$ cat config.mk
export PLATFORM = sky130hd
export DESIGN_NAME = flash_prog_mode_entry
export DESIGN_NICKNAME = d
export VERILOG_FILES = /design/src/shared/prog_entry_pkg.sv /design/src/rtl/pin_sync.sv /design/src/rtl/flash_prog_mode_entry.sv
export SDC_FILE = /design/constraint.sdc
export NUM_CORES = 1
export LEC_CHECK = 0
export ABC_AREA = 1
export BUFFER_PORTS_ARGS = -buffer_cell sky130_fd_sc_hd__buf_2
export CAP_MARGIN = 20
export CORE_ASPECT_RATIO = 1.75
export CORE_MARGIN = 4
export CORE_UTILIZATION = 67
export CTS_BUF_LIST = sky130_fd_sc_hd__clkbuf_16
export CTS_CLUSTER_DIAMETER = 80
export CTS_CLUSTER_SIZE = 12
export DETAILED_ROUTE_END_ITERATION = 12
export GPL_ROUTABILITY_DRIVEN = 1
export PLACE_DENSITY = 0.89
export SETUP_SLACK_MARGIN = 0.1
export SLEW_MARGIN = 20
export SYNTH_ARGS = -nofsm -noshare
export SYNTH_HDL_FRONTEND = slang
export SYNTH_SLANG_ARGS = --single-unit
$ cat constraint.sdc
create_clock -name clock -period 15.68 [get_ports clock]
set_input_delay 3.136 -clock clock [delete_from_list [all_inputs] [get_ports clock]]
set_output_delay 3.136 -clock clock [all_outputs]
set_load 0.01 [all_outputs]
$ cat src/shared/prog_entry_pkg.sv
// constants for the flash programming mode entry block
package prog_entry_pkg;
   // ----------------------------------------------------------------
   // timing
   // ----------------------------------------------------------------
   localparam int CLOCK_HZ = 40000000;
   // window after the last mode pulse that closes pulse counting
   localparam int PULSE_WINDOW_US = 1000;
   localparam int PULSE_WINDOW_CYC = PULSE_WINDOW_US * (CLOCK_HZ / 1000000);
   localparam logic [3:0] MAX_PULSES = 4'hB;
   localparam logic [3:0] UART_PULSES = 4'h0;
   // ----------------------------------------------------------------
   // baud rates and the reset command used to measure them
   // ----------------------------------------------------------------
   localparam logic [7:0] RESET_CMD = 8'h00;
   localparam logic [7:0] ACK_CODE = 8'h06;
   localparam logic [7:0] NAK_CODE = 8'h15;
   localparam int LOW_PCLK_HZ = 2500000;
   localparam int FASTEST_BPS = 153600;
   // bit period at the fastest rate, in clock cycles
   localparam int FASTEST_BIT_CYC = CLOCK_HZ / FASTEST_BPS;
   // bit period at the slowest rate (9600 bps), in clock cycles
   localparam int SLOWEST_BIT_CYC = CLOCK_HZ / 9600;
   localparam logic [15:0] BIT_CYC_MIN = 16'(FASTEST_BIT_CYC - 40);
   localparam logic [15:0] BIT_CYC_MAX = 16'(SLOWEST_BIT_CYC + 400);
   localparam logic [15:0] FAST_LIMIT = 16'(FASTEST_BIT_CYC + 40);
   // ----------------------------------------------------------------
   // link states
   // ----------------------------------------------------------------
   typedef enum logic [5:0] {
      ST_IDLE   = 6'b000001,
      ST_COUNT  = 6'b000010,
      ST_CAL    = 6'b000100,
      ST_READY  = 6'b001000,
      ST_NORMAL = 6'b010000,
      ST_FAULT  = 6'b100000
   } entry_state_t;
endpackage : prog_entry_pkg

$ cat src/rtl/pin_sync.sv
// three-stage synchroniser with agreement filter for one pin
`timescale 1ns/1ps
`default_nettype none
module pin_sync (
   input  wire logic clock,
   input  wire logic reset,
   input  wire logic pin,
   output logic      level
);
   logic [2:0] sync_reg;
   logic [2:0] sync_next;
   logic       level_reg;
   logic       level_next;

   always_comb begin
      sync_next = {sync_reg[1:0], pin};
      // first stage is read only by the second
      level_next = (sync_reg[2] == sync_reg[1]) ? sync_reg[1] : level_reg;
   end

   always_ff @(posedge clock or posedge reset) begin
      if (reset) begin
         sync_reg  <= 3'h0;
         level_reg <= 1'b0;
      end else begin
         sync_reg  <= sync_next;
         level_reg <= level_next;
      end
   end

   assign level = level_reg;
endmodule : pin_sync
`default_nettype wire

$ cat src/rtl/flash_prog_mode_entry.sv
// mode entry, pulse count and baud calibration for flash programming
//
// Operation
// primary pin low: normal mode, aux ignored
// primary high at release enters programming
// host never drives both mode pins high
// unused pins keep post-reset state
// count up to 11 primary pin pulses
// uart rates 9600 to 153600 bps
// 153600 refused when peripheral clock slow
// measure rx clock from first reset command
// only programmer drives reset in this mode
// programmer supplies clock on internal oscillator
// every command answered with ack or nak
// latch mode when count window closes
`timescale 1ns/1ps
`default_nettype none
module flash_prog_mode_entry
   import prog_entry_pkg::*;
#(
   parameter int WINDOW_CYC = PULSE_WINDOW_CYC
) (
   input  wire logic        clock,
   input  wire logic        reset,
   input  wire logic        prog_mode_primary_pin,
   input  wire logic        prog_mode_aux_pin,
   input  wire logic        boot_uart_rx_pin,
   input  wire logic        periph_clk_slow,
   input  wire logic        cmd_done,
   input  wire logic        cmd_valid_ok,
   output logic             boot_uart_tx_pin,
   output logic             port_config_hold,
   output logic             prog_mode,
   output logic             normal_mode,
   output logic             mode_fault,
   output logic [3:0]       comm_mode,
   output logic             link_ready,
   output logic [15:0]      bit_period
);
   // ----------------------------------------------------------------
   // pin synchronisers
   // ----------------------------------------------------------------
   logic primary_s;
   logic aux_s;
   logic rx_s;

   pin_sync u_sync_primary (
      .clock (clock),
      .reset (reset),
      .pin   (prog_mode_primary_pin),
      .level (primary_s)
   );
   pin_sync u_sync_aux (
      .clock (clock),
      .reset (reset),
      .pin   (prog_mode_aux_pin),
      .level (aux_s)
   );
   pin_sync u_sync_rx (
      .clock (clock),
      .reset (reset),
      .pin   (boot_uart_rx_pin),
      .level (rx_s)
   );

   // ----------------------------------------------------------------
   // state
   // ----------------------------------------------------------------
   entry_state_t state_reg;
   entry_state_t state_next;
   logic [3:0]   pulse_reg;
   logic [3:0]   pulse_next;
   logic [3:0]   mode_reg;
   logic [3:0]   mode_next;
   logic [31:0]  win_reg;
   logic [31:0]  win_next;
   logic [7:0]   settle_reg;
   logic [7:0]   settle_next;
   logic         prim_d_reg;
   logic         rx_d_reg;
   logic [15:0]  meas_reg;
   logic [15:0]  meas_next;
   logic         meas_on_reg;
   logic         meas_on_next;
   logic [15:0]  period_reg;
   logic [15:0]  period_next;
   logic         tx_reg;
   logic         tx_next;
   logic [9:0]   tx_sh_reg;
   logic [9:0]   tx_sh_next;
   logic [3:0]   tx_cnt_reg;
   logic [3:0]   tx_cnt_next;
   logic [15:0]  tx_tim_reg;
   logic [15:0]  tx_tim_next;
   logic         settled;
   logic         prim_fall;
   logic         rx_fall;
   logic         rx_rise;

   // synchronisers need a few cycles before their level means anything
   assign settled   = (settle_reg == 8'h10);
   assign prim_fall = prim_d_reg & ~primary_s;
   assign rx_fall   = rx_d_reg & ~rx_s;
   assign rx_rise   = ~rx_d_reg & rx_s;

   always_comb begin
      state_next   = state_reg;
      pulse_next   = pulse_reg;
      mode_next    = mode_reg;
      win_next     = win_reg;
      settle_next  = settled ? settle_reg : settle_reg + 8'h01;
      meas_next    = meas_reg;
      meas_on_next = meas_on_reg;
      period_next  = period_reg;
      unique case (state_reg)
         ST_IDLE: begin
            if (settled) begin
               if (!primary_s) begin
                  state_next = ST_NORMAL;
               end else if (aux_s) begin
                  state_next = ST_FAULT;
               end else begin
                  state_next = ST_COUNT;
               end
            end
         end
         ST_COUNT: begin
            if (prim_fall) begin
               win_next = 32'h0;
               if (pulse_reg != MAX_PULSES) begin
                  pulse_next = pulse_reg + 4'h1;
               end
            end else if (win_reg == 32'(WINDOW_CYC - 1)) begin
               mode_next  = pulse_reg;
               state_next = ST_CAL;
            end else begin
               win_next = win_reg + 32'h1;
            end
         end
         ST_CAL: begin
            // reset command byte: start bit plus zero data bits form one
            // low span of nine bit times, so one rise ends the measurement
            if (mode_reg != UART_PULSES) begin
               state_next = ST_FAULT;
            end else if (!meas_on_reg) begin
               if (rx_fall) begin
                  meas_on_next = 1'b1;
                  // the fall cycle is the first low cycle of the span
                  meas_next    = 16'h1;
               end
            end else if (rx_rise) begin
               meas_on_next = 1'b0;
               if ((meas_reg / 16'h9) >= BIT_CYC_MIN &&
                   (meas_reg / 16'h9) <= BIT_CYC_MAX &&
                   !(periph_clk_slow &&
                     (meas_reg / 16'h9) < FAST_LIMIT)) begin
                  period_next = meas_reg / 16'h9;
                  state_next  = ST_READY;
               end
            end else if (meas_reg != 16'hFFFF) begin
               meas_next = meas_reg + 16'h1;
            end
         end
         ST_READY: begin
         end
         ST_NORMAL: begin
         end
         ST_FAULT: begin
         end
      endcase
   end

   // answer transmitter, 8n1 at the calibrated period
   always_comb begin
      tx_sh_next  = tx_sh_reg;
      tx_cnt_next = tx_cnt_reg;
      tx_tim_next = tx_tim_reg;
      tx_next     = tx_reg;
      if (tx_cnt_reg == 4'h0) begin
         tx_next = 1'b1;
         if (state_reg == ST_READY && cmd_done) begin
            tx_sh_next  = {1'b1, cmd_valid_ok ? ACK_CODE : NAK_CODE,
                           1'b0};
            // one count past the stop bit keeps it high a full period
            tx_cnt_next = 4'hB;
            tx_tim_next = 16'h0;
         end
      end else if (tx_tim_reg == 16'h0) begin
         tx_next     = tx_sh_reg[0];
         tx_sh_next  = {1'b1, tx_sh_reg[9:1]};
         tx_tim_next = period_reg - 16'h1;
         tx_cnt_next = tx_cnt_reg - 4'h1;
      end else begin
         tx_tim_next = tx_tim_reg - 16'h1;
      end
   end

   always_ff @(posedge clock or posedge reset) begin
      if (reset) begin
         state_reg   <= ST_IDLE;
         pulse_reg   <= 4'h0;
         mode_reg    <= 4'h0;
         win_reg     <= 32'h0;
         settle_reg  <= 8'h0;
         prim_d_reg  <= 1'b0;
         rx_d_reg    <= 1'b0;
         meas_reg    <= 16'h0;
         meas_on_reg <= 1'b0;
         period_reg  <= 16'h0;
         tx_reg      <= 1'b1;
         tx_sh_reg   <= 10'h3FF;
         tx_cnt_reg  <= 4'h0;
         tx_tim_reg  <= 16'h0;
      end else begin
         state_reg   <= state_next;
         pulse_reg   <= pulse_next;
         mode_reg    <= mode_next;
         win_reg     <= win_next;
         settle_reg  <= settle_next;
         prim_d_reg  <= primary_s;
         rx_d_reg    <= rx_s;
         meas_reg    <= meas_next;
         meas_on_reg <= meas_on_next;
         period_reg  <= period_next;
         tx_reg      <= tx_next;
         tx_sh_reg   <= tx_sh_next;
         tx_cnt_reg  <= tx_cnt_next;
         tx_tim_reg  <= tx_tim_next;
      end
   end

   // ----------------------------------------------------------------
   // outputs
   // ----------------------------------------------------------------
   assign boot_uart_tx_pin = tx_reg;
   // ports stay in reset state unless normal operation was chosen
   assign port_config_hold = (state_reg != ST_NORMAL);
   assign prog_mode   = (state_reg == ST_COUNT) || (state_reg == ST_CAL) ||
                        (state_reg == ST_READY);
   assign normal_mode = (state_reg == ST_NORMAL);
   assign mode_fault  = (state_reg == ST_FAULT);
   assign comm_mode   = mode_reg;
   assign link_ready  = (state_reg == ST_READY);
   assign bit_period  = period_reg;
endmodule : flash_prog_mode_entry
`default_nettype wire

==> run summary <==
Crit end category: flop
Min cycle time layout: 6.88 ns
FMAX: 145 MHz
Number of distinct library cells after synthesis: 51
Hold buffers post-CTS: 0
Max FO, Critical Path: 26
CP required: 15.98 ns
Die Y: 151 um
Number of H-tree levels: 4
DRT antenna net count: 0
DR iter-0 viols: 432
Area leader, netlist: dfrtp_1
Clock Tree Buf Depth: 2
Antenna cells: 0
Post-synth ARST share: 100%
Post-detail-place hpwl: 13.1 mm
Worst-Skew Late Latency: 0.43 ns
Vias: 7,162
Final hold slack: 0.341 ns
Final Cell Area: 8660 um^2
CP max stage delay: 0.47 ns
Syn avg cell area: 7.48 um^2
TritonCTS clock tree: built
Vias in the first global route: 7,048
DR WL/cell: 14.6 um
Post-synthesis instance total: 1,048
Drc violations: 0
Net count, final: 1,108
Clock root buffer: clkbuf_16
Routability Congestion: 0.981
WP buf/inv: 10
Cell Count, Final, Fillers Out: 1,237
Io pins: 34
CP Launch Type: flop
Rel. slew slack: 35.8%
Post-CTS Setup Inserts: 0
First-pass GRT wire length: 30.8 mm
Total negative setup slack: 0 ns
Hold WC Path Type: reg -> reg
Crit path kind: reg -> reg
Clock Pin Slew Worst Setup and Hold Paths: 0.06 ns
Ys Warns: 0
Layout cell share with drive strength beyond 1: 15.8%
Max FFs per register: 32
Min setup slack post-route: 8.80 ns
Placed Cells: 1,205
Die Area: 13,600 um^2
Top-area cell type share of the netlist area: 37.4%
Crit path DAT: 7.18 ns
Die extent in x: 89.8 um
CTS Buf Count: 17
Final setup fails: 0
Final period util: 43.9%
Place WS: 8.92 ns
Initial antenna violation count: 0
Leak: 4.39 nW
Max-slew violations: 0
Filler cell count: 881
Hold Vio Cnt, Final: 0
RSZ-0062 raised after global routing: no
GRT overflow: 0
Core footprint: 11,500 um^2
Critical path's top delay family: simple AND/OR/NAND/NOR gates
Setup Skew: 0.00818 ns
Initial Util: 68.1%
Register area: 3220 um^2
Sequential area share after synthesis: 41.0%
Top post-synthesis cells by count: 221 x nand2_1, 158 x inv_1, 117 x dfrtp_1
# port buffers: 30
Largest net degree at the start of global routing: 80
Most used DFF post-synth: dfrtp_1
Worst-Margin Slew: 0.964 ns
Syn Std Cell Area: 7840 um^2
Post-synth EDFFs: 0
Avg Vias per Cell: 5.79
GRT Total Usage: 27.9%
Rows: 52
Area delta synth->final: 10.4%
#FFs+latches synth: 128
WL final: 18.1 mm
Top cells by area, synth: dfrtp_1 37%, nand2_1 11%, inv_1 7.6%, nand3_1 4.3%, nor2_1 4.2%
Total of max-cap violations: 0
Placed inst area: 8120 um^2
Clock Sinks: 128
Status: complete, no violations
Slowest-stage cell, CP: dfrtp_1
PwrDens: 81.3 nW/um^2
Footprint of the multi-input gates: 3870 um^2
Cts repair resizes: 0
Worst VDD drop: 0.0000794 V
Count leader, synth: nand2_1
Router iterations before antenna repair: 6
## final timing paths
kind	start	depth (start not counted)	slack, ns	endpoint
max in group asynchronous	reset	3	11.48	settle_reg[4]
setup reg to reg	meas_reg[12]	61	8.80	bit_period[11]
hold / removal	u_sync_primary.sync_reg[0]	0	0.34	u_sync_primary.sync_reg[1]
hold reg to reg	u_sync_primary.sync_reg[0]	0	0.34	u_sync_primary.sync_reg[1]
setup / recovery	meas_reg[12]	61	8.80	bit_period[11]
min in group asynchronous	reset	2	2.79	comm_mode[1]
## power by group
| part | internal (mW) | switching (mW) |
|---|---|---|
| clock network | 0.203 | 0.155 |
| registers | 0.333 | 0.00220 |
| logic | 0.00197 | 0.00821 |
## stage by stage
step / util [%] / power [mW]
final: 75.2 / 0.703
after global routing: 75.2 / 0.726
after CTS: 75.2 / 0.706
after detailed placement: 70.5 / 0.351
after global placement: 70.5 / 0.351
after floorplan: - / 0.348
## final cells by class
type | count | area share, %
multi-input combinational | 727 | 44.7
sequential | 128 | 37.2
inverter | 182 | 7.95
tap | 135 | 1.95
timing repair buffer | 33 | 1.99
clock inverter | 15 | 1.33
clock buffer | 17 | 4.91
## layout by cell type (no fill, tap or decap), types with 17 or more instances in the layout
| master | Yosys | routed |
|---|---|---|
| a21oi_1 | 49 | 49 |
| buf_2 | 0 | 30 |
| clkbuf_16 | 0 | 17 |
| dfrtp_1 | 117 | 117 |
| inv_1 | 158 | 158 |
| inv_2 | 19 | 19 |
| nand2_1 | 221 | 221 |
| nand2_2 | 28 | 28 |
| nand3_1 | 68 | 68 |
| nand4_1 | 28 | 28 |
| nor2_1 | 87 | 87 |
| nor3_1 | 36 | 36 |
| nor4_1 | 18 | 18 |
| o21ai_0 | 51 | 51 |
## per-layer routing
metal	vias up	GRT usage, %	routed length (um)
li1	3523	-	-
met1	3328	27.9	6500
met2	218	53.7	9910
met3	93	5.02	635
met4	0	16.6	1060
met5	-	0	0
## kinds of logic (layout without fill, tap and decap cells)
kind of cell | after synthesis | count (layout) | share of synthesized area [%]
adder cells (fa/ha/maj) | 14 | 14 | 2.14
AO/OA/AOI/OAI | 157 | 157 | 11.6
AND/OR/NAND/NOR | 529 | 529 | 32.8
XOR/XNOR | 22 | 22 | 2.46
flip-flops | 128 | 128 | 41.0
multiplexers | 2 | 2 | 0.287
other | 1 | 3 | 0.0478
buffers and inverters | 195 | 247 | 9.70
No activity file was read; power rests on OpenSTA's default activity.
